File: config.mk
export PLATFORM = sky130hd
export DESIGN_NAME = lsaux_line_side
export DESIGN_NICKNAME = d
export VERILOG_FILES = /design/src/shared/lsaux_pkg.sv /design/src/rtl/lsaux_line_side.sv
export SDC_FILE = /design/constraint.sdc
export NUM_CORES = 1
export LEC_CHECK = 0
export BUFFER_PORTS_ARGS = -buffer_cell sky130_fd_sc_hd__buf_2
export CORE_MARGIN = 4
export CORE_UTILIZATION = 40
export DETAILED_ROUTE_END_ITERATION = 10
export GPL_TIMING_DRIVEN = 1
export PLACE_DENSITY = 0.61
export SETUP_SLACK_MARGIN = 0.4
export SLEW_MARGIN = 5
export SYNTH_ARGS = -nofsm -noshare
export SYNTH_HDL_FRONTEND = slang
export SYNTH_SLANG_ARGS = --single-unit
File: constraint.sdc
create_clock -name clk -period 3.6 [get_ports clk]
set_clock_uncertainty 0.2 [all_clocks]
set_input_delay 0.72 -clock clk [delete_from_list [all_inputs] [get_ports clk]]
set_output_delay 0.72 -clock clk [all_outputs]
set_load 0.01 [all_outputs]
File: src/shared/lsaux_pkg.sv
// shared constants and carrier types for the line-side auxiliary block
package lsaux_pkg;
   // register offsets
   localparam logic [7:0] LINE_CFG_BASE = 8'h00;
   localparam logic [7:0] MON_CTRL_ADDR = 8'h13;
   localparam logic [7:0] REF_CTRL_ADDR = 8'h19;
   localparam logic [7:0] STATUS_ADDR = 8'h20;
   localparam logic [7:0] SER_SEL_ADDR = 8'h21;
   localparam logic [7:0] SER_DATA_ADDR = 8'h22;
   // line config fields (one register per channel)
   localparam int LCFG_POL_BIT = 0;
   localparam int LCFG_EN_BIT = 1;
   // monitor control fields
   localparam int MON_DIR_BIT = 0;
   localparam int MON_FRM_BIT = 2;
   localparam int MON_OE_BIT = 4;
   localparam int MON_CH_LSB = 6;
   // clock reference control fields
   localparam int REF_A_SRC_LSB = 0;
   localparam int REF_A_EN_BIT = 3;
   localparam int REF_RATE_BIT = 4;
   localparam int REF_B_EN_BIT = 5;
   localparam int REF_B_SRC_LSB = 6;
   // status fields
   localparam int STAT_BUSY_BIT = 0;
   localparam int STAT_MODE_BIT = 1;
   localparam int STAT_LOS_LSB = 4;
   // reset values
   localparam logic [7:0] LINE_CFG_RST = 8'h00;
   localparam logic [7:0] MON_CTRL_RST = 8'h00;
   localparam logic [7:0] REF_CTRL_RST = 8'h00;
   localparam logic [1:0] SER_SEL_RST = 2'h0;
   // serial transfer length
   localparam logic [3:0] SER_BITS = 4'h8;
   localparam int CHANNELS = 4;

   typedef enum logic [1:0] {
      LSAUX_IDLE = 2'b00,
      LSAUX_SHIFT = 2'b01,
      LSAUX_END = 2'b11
   } lsaux_ser_t;

   // signals from one framer channel, all from foreign clock domains
   typedef struct packed {
      logic lineClk;
      logic frameClk;
      logic rxNrzClk;
      logic rxNrzData;
      logic rxFrameBit;
      logic txNrzClk;
      logic txNrzData;
      logic txFrameBit;
   } lsaux_framer_t;

   // tri-state pin drive: oeN low while driving
   typedef struct packed {
      logic out;
      logic oeN;
   } lsaux_pin_t;
endpackage

File: src/rtl/lsaux_line_side.sv
// line-side auxiliary logic: alarms, transceiver serial port, monitor, clock refs
`timescale 1ns/10ps

module lsaux_line_side (
   // clock, reset, enable
   input wire logic clk,
   input wire logic nrst,
   input wire logic ce,
   // register port
   input wire logic [7:0] regAddr,
   input wire logic [7:0] regWrData,
   input wire logic regWr,
   input wire logic regRd,
   output logic [7:0] regRdData,
   // framer side
   input wire lsaux_pkg::lsaux_framer_t [3:0] framerIn,
   input wire logic [3:0] intLos,
   output logic [3:0] losAlarm,
   // pins
   input wire logic [3:0] extAlarmInN,
   input wire logic portModePin,
   input wire logic serialClockSourceIn,
   output logic [3:0] xcvrSelectN,
   output lsaux_pkg::lsaux_pin_t sclkPin,
   output lsaux_pkg::lsaux_pin_t sdoPin,
   input wire logic sdiPinIn,
   output lsaux_pkg::lsaux_pin_t sdiPin,
   output lsaux_pkg::lsaux_pin_t refClockOutA,
   output lsaux_pkg::lsaux_pin_t refClockOutB
);

   // select one of four lanes; value 0 is channel one
   function automatic logic pickLane(input logic [1:0] sel, input logic [3:0] lanes);
      pickLane = lanes[sel];
   endfunction

   // synchronisers for every foreign input
   localparam int SW = 8 * lsaux_pkg::CHANNELS + 4 + 3;
   logic [SW-1:0] syncA_r;
   logic [SW-1:0] syncB_r;
   wire [SW-1:0] rawIn = {framerIn, extAlarmInN, portModePin, serialClockSourceIn, sdiPinIn};

   always_ff @(posedge clk or negedge nrst) begin
      if (!nrst) begin
         syncA_r <= '0;
         syncB_r <= '0;
      end else if (ce) begin
         syncA_r <= rawIn;
         syncB_r <= syncA_r;
      end
   end

   lsaux_pkg::lsaux_framer_t [3:0] fr;
   wire [3:0] extAlarmS = syncB_r[6:3];
   wire modeMon = syncB_r[2];
   wire loS = syncB_r[1];
   wire sdiS = syncB_r[0];
   assign fr = syncB_r[SW-1:7];

   // registers
   logic [7:0] lineCfg_r [4];
   logic [7:0] monCtrl_r;
   logic [7:0] refCtrl_r;
   logic [1:0] serSel_r;
   logic [7:0] txSh_r;
   logic [7:0] rxSh_r;
   logic [7:0] rdData_r;

   wire wrMon = regWr && regAddr == lsaux_pkg::MON_CTRL_ADDR;
   wire wrRef = regWr && regAddr == lsaux_pkg::REF_CTRL_ADDR;
   wire wrSel = regWr && regAddr == lsaux_pkg::SER_SEL_ADDR;
   wire wrData = regWr && regAddr == lsaux_pkg::SER_DATA_ADDR;
   wire cfgHit = regAddr[7:2] == lsaux_pkg::LINE_CFG_BASE[7:2];

   genvar g;
   generate
      for (g = 0; g < lsaux_pkg::CHANNELS; g++) begin : gCh
         wire wrCfg = regWr && cfgHit && regAddr[1:0] == 2'(g);
         always_ff @(posedge clk or negedge nrst) begin
            if (!nrst) begin
               lineCfg_r[g] <= lsaux_pkg::LINE_CFG_RST;
            end else if (ce && wrCfg) begin
               lineCfg_r[g] <= regWrData;
            end
         end
         // alarm path is independent of line coding mode
         wire extActive = extAlarmS[g] ^ lineCfg_r[g][lsaux_pkg::LCFG_POL_BIT];
         assign losAlarm[g] = intLos[g] |
            (lineCfg_r[g][lsaux_pkg::LCFG_EN_BIT] & extActive);
      end
   endgenerate

   // serial clock: LO divided by two
   logic loD_r;
   logic sclk_r;
   wire loRise = loS & ~loD_r;
   wire sclkRise = loRise & ~sclk_r;
   wire sclkFall = loRise & sclk_r;

   // serial engine state
   lsaux_pkg::lsaux_ser_t st_r;
   lsaux_pkg::lsaux_ser_t st_nxt;
   logic [3:0] cnt_r;
   wire busy = st_r != lsaux_pkg::LSAUX_IDLE;
   wire start = wrData && !busy && !modeMon;
   wire lastFall = sclkFall && cnt_r == lsaux_pkg::SER_BITS;

   always_comb begin
      st_nxt = st_r;
      case (st_r)
         lsaux_pkg::LSAUX_IDLE: begin
            if (start) begin
               st_nxt = lsaux_pkg::LSAUX_SHIFT;
            end
         end
         lsaux_pkg::LSAUX_SHIFT: begin
            if (lastFall) begin
               st_nxt = lsaux_pkg::LSAUX_END;
            end
         end
         lsaux_pkg::LSAUX_END: st_nxt = lsaux_pkg::LSAUX_IDLE;
         default: st_nxt = lsaux_pkg::LSAUX_IDLE;
      endcase
   end

   always_ff @(posedge clk or negedge nrst) begin
      if (!nrst) begin
         loD_r <= 1'b0;
         sclk_r <= 1'b0;
         st_r <= lsaux_pkg::LSAUX_IDLE;
      end else if (ce) begin
         loD_r <= loS;
         if (loRise) begin
            sclk_r <= ~sclk_r;
         end
         st_r <= st_nxt;
      end
   end

   // shift registers; a fall before the first rise does not shift
   always_ff @(posedge clk or negedge nrst) begin
      if (!nrst) begin
         cnt_r <= 4'h0;
         txSh_r <= 8'h00;
         rxSh_r <= 8'h00;
      end else if (ce) begin
         if (start) begin
            cnt_r <= 4'h0;
            txSh_r <= regWrData;
         end else if (st_r == lsaux_pkg::LSAUX_SHIFT) begin
            if (sclkRise) begin
               rxSh_r <= {rxSh_r[6:0], sdiS};
               cnt_r <= cnt_r + 4'h1;
            end else if (sclkFall && cnt_r != 4'h0) begin
               txSh_r <= {txSh_r[6:0], 1'b0};
            end
         end
      end
   end

   // control registers
   always_ff @(posedge clk or negedge nrst) begin
      if (!nrst) begin
         monCtrl_r <= lsaux_pkg::MON_CTRL_RST;
         refCtrl_r <= lsaux_pkg::REF_CTRL_RST;
         serSel_r <= lsaux_pkg::SER_SEL_RST;
      end else if (ce) begin
         if (wrMon) begin
            monCtrl_r <= regWrData;
         end
         if (wrRef) begin
            refCtrl_r <= regWrData;
         end
         if (wrSel && !busy) begin
            serSel_r <= regWrData[1:0];
         end
      end
   end

   // read port, data one cycle after the strobe
   wire [7:0] statusVal = {losAlarm, 2'b00, modeMon, busy};
   wire [1:0] cfgIdx = regAddr[1:0];
   wire [7:0] rdMux =
      cfgHit ? lineCfg_r[cfgIdx] :
      regAddr == lsaux_pkg::MON_CTRL_ADDR ? monCtrl_r :
      regAddr == lsaux_pkg::REF_CTRL_ADDR ? refCtrl_r :
      regAddr == lsaux_pkg::STATUS_ADDR ? statusVal :
      regAddr == lsaux_pkg::SER_SEL_ADDR ? {6'h00, serSel_r} :
      regAddr == lsaux_pkg::SER_DATA_ADDR ? rxSh_r : 8'h00;

   always_ff @(posedge clk or negedge nrst) begin
      if (!nrst) begin
         rdData_r <= 8'h00;
      end else if (ce) begin
         rdData_r <= regRd ? rdMux : 8'h00;
      end
   end
   assign regRdData = rdData_r;

   // monitor source selection
   wire [1:0] monCh = monCtrl_r[lsaux_pkg::MON_CH_LSB +: 2];
   wire monTx = monCtrl_r[lsaux_pkg::MON_DIR_BIT];
   wire [3:0] rxClkV = {fr[3].rxNrzClk, fr[2].rxNrzClk, fr[1].rxNrzClk, fr[0].rxNrzClk};
   wire [3:0] txClkV = {fr[3].txNrzClk, fr[2].txNrzClk, fr[1].txNrzClk, fr[0].txNrzClk};
   wire [3:0] rxDatV = {fr[3].rxNrzData, fr[2].rxNrzData, fr[1].rxNrzData, fr[0].rxNrzData};
   wire [3:0] txDatV = {fr[3].txNrzData, fr[2].txNrzData, fr[1].txNrzData, fr[0].txNrzData};
   wire [3:0] rxFrmV = {fr[3].rxFrameBit, fr[2].rxFrameBit, fr[1].rxFrameBit, fr[0].rxFrameBit};
   wire [3:0] txFrmV = {fr[3].txFrameBit, fr[2].txFrameBit, fr[1].txFrameBit, fr[0].txFrameBit};
   wire monClkSel = monTx ? pickLane(monCh, txClkV) : pickLane(monCh, rxClkV);
   wire monDatSel = monTx ? pickLane(monCh, txDatV) : pickLane(monCh, rxDatV);
   wire monFrmSel = monTx ? pickLane(monCh, txFrmV) : pickLane(monCh, rxFrmV);

   logic monitor_clk_r;
   logic monDat_r;
   logic monitor_frame_pulse_r;
   wire monClkRise = monClkSel & ~monitor_clk_r;

   always_ff @(posedge clk or negedge nrst) begin
      if (!nrst) begin
         monitor_clk_r <= 1'b0;
         monDat_r <= 1'b0;
         monitor_frame_pulse_r <= 1'b0;
      end else if (ce) begin
         monitor_clk_r <= monClkSel;
         monDat_r <= monDatSel;
         if (monClkRise) begin
            monitor_frame_pulse_r <= monFrmSel;
         end
      end
   end

   // clock references
   wire rateLine = refCtrl_r[lsaux_pkg::REF_RATE_BIT];
   wire [1:0] srcA = refCtrl_r[lsaux_pkg::REF_A_SRC_LSB +: 2];
   wire [1:0] srcB = refCtrl_r[lsaux_pkg::REF_B_SRC_LSB +: 2];
   wire [3:0] lineClkV = {fr[3].lineClk, fr[2].lineClk, fr[1].lineClk, fr[0].lineClk};
   wire [3:0] frameClkV = {fr[3].frameClk, fr[2].frameClk, fr[1].frameClk, fr[0].frameClk};
   wire [3:0] rateClkV = rateLine ? lineClkV : frameClkV;
   wire refAVal = pickLane(srcA, rateClkV) & ~pickLane(srcA, losAlarm);
   wire refBVal = pickLane(srcB, rateClkV) & ~pickLane(srcB, losAlarm);

   logic refA_r;
   logic refB_r;
   always_ff @(posedge clk or negedge nrst) begin
      if (!nrst) begin
         refA_r <= 1'b0;
         refB_r <= 1'b0;
      end else if (ce) begin
         refA_r <= refAVal;
         refB_r <= refBVal;
      end
   end
   assign refClockOutA.out = refA_r;
   assign refClockOutA.oeN = ~refCtrl_r[lsaux_pkg::REF_A_EN_BIT];
   assign refClockOutB.out = refB_r;
   assign refClockOutB.oeN = ~refCtrl_r[lsaux_pkg::REF_B_EN_BIT];

   // shared pins; transceiver mode always drives clock and data out
   wire monOe = monCtrl_r[lsaux_pkg::MON_OE_BIT];
   assign sclkPin.out = modeMon ? monitor_clk_r : sclk_r;
   assign sclkPin.oeN = modeMon & ~monOe;
   assign sdoPin.out = modeMon ? monDat_r : txSh_r[7];
   assign sdoPin.oeN = modeMon & ~monOe;
   assign sdiPin.out = monitor_frame_pulse_r;
   assign sdiPin.oeN = ~(modeMon & monCtrl_r[lsaux_pkg::MON_FRM_BIT]);

   // selects go high in monitor mode once a running transfer ends, since no new transfer can start there
   generate
      for (g = 0; g < lsaux_pkg::CHANNELS; g++) begin : gSel
         assign xcvrSelectN[g] = ~(busy && serSel_r == 2'(g));
      end
   endgenerate

endmodule

==> impl_metrics.tcl, run 1 <==
set metrics [dict create \
    wl_per_cell_microns 19.7 \
    syn_area_sq_mm 0.00754 \
    yosysTopAreaCell "dfrtp_1" \
    startpoint_type "input pin" \
    hold_violations 0 \
    syn2layout_area_growth_pct 17.0 \
    powerDensity_mw_per_mm2 522 \
    synthDominantCellAreaShare_pct 54.7 \
    finish.utilization_pct 48.3 \
    h-tree-depth 4 \
    rsz0062_at_grt "false" \
    die_x_microns 145 \
    antenna_found_initial 0 \
    dp_hpwl_microns 12200 \
    crit_path_max_fanout 13 \
    slowest_stage "or4_1" \
    crit_type "input pin to register" \
    min_path_type "input pin to async pin" \
    synthesis.nets 608 \
    crit_chain "buf_2 -> nor4_4 -> or3b_1 -> or4_1 -> mux2_1" \
    wl_microns 17000 \
    async_reset_ff_share_pct 100 \
    r2r_end "txSh_r[3]" \
    numPortBuffers 89 \
    required_ps 3700 \
    finalSetupViolCount 0 \
    critPathMaxStageDelay_ps 670 \
    worst_pin_slew_ps 757 \
    finalCritPeriodShare_pct 76.1 \
    grt_pass1_wl_microns 27600 \
    via_per_inst 5.46 \
    start_util_pct 41.3 \
    grt_max_degree 89 \
    slew_violations 0 \
    clkTransAtPathRegs_ps 70 \
    reg2reg_depth 4 \
    die_area_sq_mm 0.0211 \
    cts_tree "done" \
    cts_buffers 17 \
    seq_area_frac_synth_pct 54.7 \
    n_antenna_cell 0 \
    io_pins 90 \
    max_freq_mhz 365 \
    reg2reg_slack_ps 1210 \
    design.core.area_sq_mm 0.0183 \
    drc 0 \
    layout-drive-gt1-share_pct 47.3 \
    dr_total_vias 4726 \
    cts_resized 0 \
    synth_cells 542 \
    ys_seq_elements 165 \
    grt_usage_pct 16.5 \
    synth_cell_types 55 \
    vdd_ir_drop_max_mv 0.266 \
    cts-hold-fix-buffers 0 \
    cts_root_buffer "clkbuf_16" \
    setup_tns_ps 0 \
    std_cell_rows 49 \
    ff_latch_area_sq_mm 0.00413 \
    crit_path_end_kind "register" \
    yosysWarnings 0 \
    leakagePower_nw 3.99 \
    dr.pass1.iters 5 \
    synthTopCellsByCount "dfrtp_1 (165), mux2_2 (145), nor2_1 (22), inv_1 (20), clkbuf_1 (19)" \
    cts_buffer_depth 2 \
    synth_most_common_cell "dfrtp_1" \
    die_h_microns 145 \
    grt.overflow.total 0 \
    cp.arrival_ps 2840 \
    clock_latency_ps 430 \
    timing.rr.start "st_r[0]" \
    ys.flop_type "dfrtp_1" \
    synth_edf_count 0 \
    grt_pass1_vias 5153 \
    multi_input_area_sq_mm 0.00319 \
    cts_setup_buffers 0 \
    synthTopCellsByArea "dfrtp_1 (55%), mux2_2 (22%), mux4_2 (4.2%), mux2_4 (1.6%), nor2_1 (1.1%)" \
    maxCapViolCount 0 \
    fill_cells 1606 \
    fin_nets 690 \
    min_period_ps 2740 \
    maxSlewHeadroom_pct 48.3 \
    ant_nets 0 \
    cts.sinks 165 \
    first_iter_violations 283 \
    routabilityCongestion 0.833 \
    synth_area_per_cell_sq_um 13.9 \
    outcome "completed" \
]
-- per-stage QoR --
step	std cells	setup WS [ps]	power, mW	cell area [sq um]	hold slack [ps]
final	866	861	4.61	8830	53.0
after global routing	866	780	4.82	8830	82.8
after CTS	866	884	4.66	8830	67.4
after detailed placement	834	441	2.78	8210	281
after global placement	834	521	2.75	8210	273
after floorplan	542	881	2.56	7540	224
-- worst max path at each step --
stage | from | end | slack (ps)
final | regAddr[3] | lineCfg_r[29] | 860
after global routing | regAddr[3] | lineCfg_r[29] | 780
after CTS | regAddr[3] | lineCfg_r[29] | 880
after detailed placement | regAddr[3] | lineCfg_r[29] | 440
after global placement | regAddr[3] | lineCfg_r[27] | 520
after floorplan | regAddr[3] | lineCfg_r[0] | 880
-- critical path: cells and delay by family --
family,cells,cell delay (ps)
simple gates,3,1550
mux,1,390
buf+inv,1,180
-- kinds of logic after synthesis --
kind of cell,Yosys count,share of synthesized area [%]
buffers and inverters,53,2.98
AOI/OAI and AO/OA,56,5.90
xor gates and xnor gates,5,0.580
and+or+nand+nor,84,6.68
DFF,165,54.7
adders and majority gates,2,0.332
muxes,177,28.8
-- metal layers --
metal,part of all wire (%),vias to the layer above,routed length (microns),global-route usage [%]
met5,0,-,0,0
met3,5.6,18,948,4.92
li1,-,2163,-,-
met1,44,2432,7560,21.1
met4,1.7,0,285,5.32
met2,48,113,8260,27.0
-- sequential cells by signal, summed over array words and instances, names as in the netlist, 8 cells and up --
signal / cells
lineCfg_r: 32
monCtrl_r: 8
refCtrl_r: 8
regRdData: 8
rxSh_r: 8
syncA_r: 39
syncB_r: 39
txSh_r: 8
-- layout make-up --
cell class / instances / area share [%]
clock inverter: 15 / 2.13
clock buffer: 17 / 4.82
sequential: 165 / 46.8
tap: 229 / 3.25
inverter: 20 / 0.851
multi-input combinational: 324 / 36.1
timing repair buffer: 96 / 6.02
-- power breakdown --
group	switching, mW	internal (mW)	total [mW]
combinational	0.251	0.292	0.543
sequential	0.144	2.05	2.19
clock	0.818	1.05	1.87
total	1.21	3.40	4.61
-- layout by cell type (no fill, tap or decap), drive strengths merged, types with 9 or more instances in the layout --
cell type / instances
nor2b: 13
nor2: 23
clkbuf: 17
nand2: 9
mux2: 156
mux4: 14
buf: 96
dfrtp: 165
inv: 27
Note: power is estimated with default switching activity, not from simulation.
==> inputs of run 2 (changes only) <==
--- a/config.mk
+++ b/config.mk
@@ -10,7 +10,7 @@
 export CORE_UTILIZATION = 40
 export DETAILED_ROUTE_END_ITERATION = 10
 export GPL_TIMING_DRIVEN = 1
-export PLACE_DENSITY = 0.61
+export PLACE_DENSITY = 0.64
 export SETUP_SLACK_MARGIN = 0.4
 export SLEW_MARGIN = 5
 export SYNTH_ARGS = -nofsm -noshare
==> constraint.sdc (replaced) <==
create_clock -name clk -period 2.25 [get_ports clk]
set_clock_uncertainty 0.2 [all_clocks]
set_input_delay 0.45 -clock clk [delete_from_list [all_inputs] [get_ports clk]]
set_output_delay 0.45 -clock clk [all_outputs]
set_load 0.01 [all_outputs]
==> run 2 against run 1 <==
Power increased by 61%. Sequential power increased by 61%. First-iteration DRC count decreased by 17%. Critical path type is now register to primary output. Highest routed layer is now met5.
==> impl_metrics.tcl, run 2 (same netlist as run 1, synthesis figures left out) <==
set metrics [dict create \
    placed_cells 867 \
    std_cell_rows 49 \
    ff_latch_area_sq_mm 0.00413 \
    reg2reg_slack_ps 180 \
    final_common_cell "dfrtp_1" \
    timing.rr.start "st_r[0]" \
    reg2reg_depth 6 \
    crit_path_end_kind "primary output" \
    worstHoldStart "framerIn[28]" \
    min_period_ps 2120 \
    antenna_found_initial 1 \
    wl_per_cell_microns 20.2 \
    via_per_inst 5.41 \
    n_antenna_cell 0 \
    max_freq_mhz 472 \
    cts_buffers 17 \
    worst_pin_slew_ps 645 \
    maxCapViolCount 0 \
    outcome "completed" \
    start_util_pct 41.3 \
    design.core.area_sq_mm 0.0183 \
    switchingPower_mw 1.89 \
    top_layer "met5" \
    numPortBuffers 89 \
    die_x_microns 145 \
    vdd_ir_drop_max_mv 0.777 \
    ant_nets 0 \
    hold_violations 0 \
    layout_common_cells "dfrtp_1 (161), mux2_2 (110), buf_2 (76)" \
    grt.overflow.total 0 \
    fin_nets 749 \
    swShare_pct 25.5 \
    powerDensity_mw_per_mm2 756 \
    die_h_microns 145 \
    first_iter_violations 235 \
    min_path_type "input pin to register" \
    dp_hpwl_microns 13200 \
    finalCritPeriodShare_pct 94.2 \
    fill_cells 1477 \
    comb_power_share_pct 14.9 \
    crit_type "register to primary output" \
    largestRegisters "syncA_r: 39 flops, syncB_r: 39 flops, lineCfg_r: 32 flops" \
    cts.sinks 165 \
    maxSlewHeadroom_pct 55.9 \
    clkPwrFrac_pct 37.6 \
    hold_depth 2 \
    routabilityCongestion 0.896 \
    io_pins 90 \
    fin_cells 925 \
    multi_input_area_sq_mm 0.00355 \
    leakagePower_nw 4.47 \
    grt_pass1_vias 5408 \
    met1_length_microns 8110 \
    clkTransAtPathRegs_ps 60 \
    required_ps 1600 \
    dr.pass1.iters 5 \
    r2r_end "txSh_r[1]" \
    slew_violations 0 \
    cts_root_buffer "clkbuf_16" \
    syn2layout_area_growth_pct 30.1 \
    cp.arrival_ps 1470 \
    grt_usage_pct 17.8 \
    h-tree-depth 4 \
    wl_microns 18700 \
    cts_tree "done" \
    wl_met3_microns 1050 \
    drc 0 \
    grt_pass1_wl_microns 30000 \
    layout-drive-gt1-share_pct 56.6 \
    finish.utilization_pct 53.7 \
    grt_max_degree 52 \
    wl_met2_microns 9360 \
    cts_buffer_depth 2 \
    holdPathEnd "syncA_r[35]" \
    finalSetupViolCount 0 \
    clock_latency_ps 420 \
    rsz0062_at_grt "true" \
    power_frac_seq_pct 47.5 \
    crit_path_max_fanout 3 \
    internal_power_mw 5.53 \
    dr_total_vias 5001 \
    die_area_sq_mm 0.0211 \
    startpoint_type "register" \
]
==> run 2: changes by cell type in the layout (fill, tap and decap cells not counted), moves of 5 or more <==
cell and delta:
mux2_4 +38, mux2_2 -35, buf_12 +5, buf_4 +34, buf_6 +26, buf_2 -11
==> run 2: worst max-delay path by stage <==
stage | cells past startpoint | end | start
2_1_floorplan | 6 | lineCfg_r[0] | regAddr[6]
3_3_place_gp | 6 | lineCfg_r[27] | regAddr[6]
3_5_place_dp | 6 | lineCfg_r[29] | regAddr[6]
4_1_cts | 4 | losAlarm[3] | syncB_r[6]
5_1_grt | 4 | xcvrSelectN[1] | st_r[1]
6_report | 4 | xcvrSelectN[1] | st_r[0]
==> run 2: routing by layer <==
layer | vias to the layer above | GRT usage, %
met5 | - | 0
met4 | 2 | 3.94
met3 | 12 | 4.86
met2 | 140 | 29.5
met1 | 2574 | 23.7
li1 | 2273 | -
==> run 2: stage by stage <==
stage	total power, mW	setup slack [ps]	setup TNS (ps)	hold slack (ps)	instance area [sq um]
after global routing	7.76	79.2	0	39.8	9820
after floorplan	4.13	-187	-4080	-45.6	7730
after global placement	4.48	-292	-7400	242	8640
final	7.42	131	0	60.4	9820
after CTS	7.41	135	0	50.3	9550
after detailed placement	4.53	-330	-7590	240	8640
==> run 2: cell type report <==
cell class,count,share of cell area [%]
Sequential cell,165,42.1
Multi-Input combinational cell,324,36.2
Clock buffer,23,4.87
Clock inverter,9,0.956
Timing Repair Buffer,155,12.2
Tap cell,229,2.92
Inverter,20,0.765
==> run 2: power by group through the flow <==
stage,logic (mW),clock network (mW),registers (mW)
final,1.11,2.79,3.52
after floorplan,0.655,0,3.47
after detailed placement,0.973,0,3.56
after CTS,1.07,2.83,3.51
after global placement,0.937,0,3.54
after global routing,1.22,2.98,3.57
==> run 2: worst max-delay path, stage by stage, from the launching register on <==
cell	delay (ps)
dfrtp_1	400
buf_6	130
nor2_4	40
or3b_4	360
buf_6	130
==> run 2: timing repair <==
item                                    4_1_cts  5_1_grt
hold endpoints to repair                     48        0
buffers inserted                             14       10
gates resized for setup                      52       48
gates cloned                                  0        1
hold buffers                                  1        0
pin swaps                                     8       13
endpoints found under the setup margin       59       68
==> inputs of run 3 (changes only) <==
--- a/config.mk
+++ b/config.mk
@@ -9,7 +9,6 @@
 export CORE_MARGIN = 4
 export CORE_UTILIZATION = 40
 export DETAILED_ROUTE_END_ITERATION = 10
-export GPL_TIMING_DRIVEN = 1
 export PLACE_DENSITY = 0.64
 export SETUP_SLACK_MARGIN = 0.4
 export SLEW_MARGIN = 5
==> constraint.sdc (replaced) <==
create_clock -name clk -period 2.25 [get_ports clk]
set_clock_uncertainty 0.2 [all_clocks]
set_input_delay 0.225 -clock clk [delete_from_list [all_inputs] [get_ports clk]]
set_output_delay 0.225 -clock clk [all_outputs]
set_load 0.01 [all_outputs]
==> run 3 against run 2 <==
First-iteration DRC count is 6.0% higher. Global-route usage decreased by 0.82 points. Largest cell class unchanged. Cell count increased by 1.7%. Sequential share of layout area rose by 0.19 points. Routed wire length decreased by 5.4%. Non-clock buffer count is 16 higher. Combinational power is 5% lower. Final area decreased by 0.47%. Utilization is 0.25 points lower. Critical endpoint is now txSh_r[6]. Register-to-register slack better by 150 ps.
==> impl_metrics.tcl, run 3 (same netlist as run 1, synthesis figures left out) <==
set metrics [dict create \
    slew_violations 0 \
    clock_latency_ps 420 \
    layout_common_cells "dfrtp_1 (162), mux2_2 (125), buf_2 (82)" \
    grt.overflow.total 0 \
    final_common_cell "dfrtp_1" \
    powerDensity_mw_per_mm2 757 \
    start_util_pct 41.3 \
    wl_per_cell_microns 18.8 \
    wl_microns 17700 \
    grt_usage_pct 17.0 \
    clkTransAtPathRegs_ps 70 \
    routabilityCongestion 0.853 \
    layout-drive-gt1-share_pct 49.0 \
    rsz0062_at_grt "true" \
    dr_total_vias 5029 \
    min_period_ps 1920 \
    die_h_microns 145 \
    syn2layout_area_growth_pct 29.5 \
    slowest_stage "dfrtp_1" \
    required_ps 2350 \
    fin_nets 765 \
    dr.pass1.iters 5 \
    vdd_ir_drop_max_mv 0.582 \
    via_per_inst 5.34 \
    hold_violations 0 \
    finalCritPeriodShare_pct 85.6 \
    grt_pass1_wl_microns 28900 \
    power_mw 7.39 \
    setup_tns_ps 0 \
    design.core.area_sq_mm 0.0183 \
    grt_max_degree 91 \
    critPathMaxStageDelay_ps 400 \
    cts_buffer_depth 2 \
    cts.sinks 165 \
    cts_root_buffer "clkbuf_16" \
    holdWs_ps 23.4 \
    fill_cells 1530 \
    finalWorstSetupSlack_ps 325 \
    maxCapViolCount 0 \
    largestRegisters "syncA_r: 39 flops, syncB_r: 39 flops, lineCfg_r: 32 flops" \
    crit_path_end_kind "register" \
    io_pins 90 \
    crit_type "register to register" \
    grt_pass1_vias 5295 \
    maxSlewHeadroom_pct 63.7 \
    crit_path_max_fanout 9 \
    crit_chain "buf_6 -> nor4b_4 -> nand3_1 -> buf_6 -> mux2_2 -> mux2_2" \
    finalSetupViolCount 0 \
    worst_pin_slew_ps 543 \
    min_path_type "input pin to register" \
    antenna_found_initial 0 \
    leakagePower_nw 4.42 \
    die_area_sq_mm 0.0211 \
    die_x_microns 145 \
    stdcell_area_sq_mm 0.00977 \
    std_cell_rows 49 \
    placed_cell_area_sq_mm 0.00852 \
    ant_nets 0 \
    drc 0 \
    n_antenna_cell 0 \
    outcome "completed" \
    numPortBuffers 89 \
    first_iter_violations 249 \
    cp.arrival_ps 2030 \
    cts_tree "done" \
    dp_hpwl_microns 12500 \
    h-tree-depth 4 \
    max_freq_mhz 519 \
    pre_cts_ws_ps -105 \
    startpoint_type "register" \
    cts_buffers 17 \
]
## run 3: cell count changes in the layout (fill, tap and decap cells not counted), sizes merged
cell | before | now
dlygate4sd3 | 1 | 46
clkinv | 4 | 6
buf | 154 | 125
clkinvlp | 1 | 2
inv | 23 | 26
clkbuf | 23 | 17
## run 3: where the power goes
part	internal [mW]	total, mW	switching, mW	leakage, nW
Sequential	3.28	3.51	0.225	2.09
Combinational	0.599	1.06	0.463	2.05
Clock	1.55	2.82	1.27	0.278
Total	5.43	7.39	1.96	4.42
## run 3: routing by layer
layer  vias up  track usage, %  wire, microns  part of all wire, %
li1       2302               -              -                    -
met1      2587            22.9           7920                   45
met2       120            27.4           8680                   49
met3        20            4.45            795                  4.5
met4         0            4.99            281                  1.6
met5         -               0              0                    0
## run 3: final timing paths
path,startpoint,endpoint,slack (ps),depth (start not counted)
min in group asynchronous,nrst,lineCfg_r[26],130,2
min reg2reg,syncA_r[3],syncA_r[3],300,1
min,intLos[0],refA_r,20,4
max reg2reg,st_r[0],txSh_r[6],330,6
max in group asynchronous,nrst,syncA_r[13],1020,3
max,st_r[0],txSh_r[6],330,6
## run 3: critical path: cells and delay by family (launching register included)
family,cells,cell delay (ps)
AND/OR/NAND/NOR,2,390
flip-flops,1,400
buffers and inverters,2,290
multiplexers,2,530
## run 3: timing repair
| action | 4_1_cts | 5_1_grt |
|---|---|---|
| resized for setup | 21 | 18 |
| hold buffers | 46 | 0 |
| pin swaps | 4 | 10 |
| buffers inserted | 7 | 2 |
| setup endpoints to repair | 26 | 37 |
| hold endpoints to repair | 112 | 0 |
## run 3: through the flow
step / cells / util, %
after floorplan: 542 / -
after global placement: 854 / 46.6
after detailed placement: 854 / 46.6
after CTS: 939 / 53.0
after global routing: 941 / 53.5
final: 941 / 53.5
## run 3: cell type report
class	instances	area, sq um	area share, %
multi-input combinational	324	3390	34.7
timing repair buffer	171	1320	13.5
tap	229	287	2.93
clock buffer	17	425	4.35
sequential	165	4130	42.3
inverter	20	75.1	0.768
clock inverter	15	144	1.47
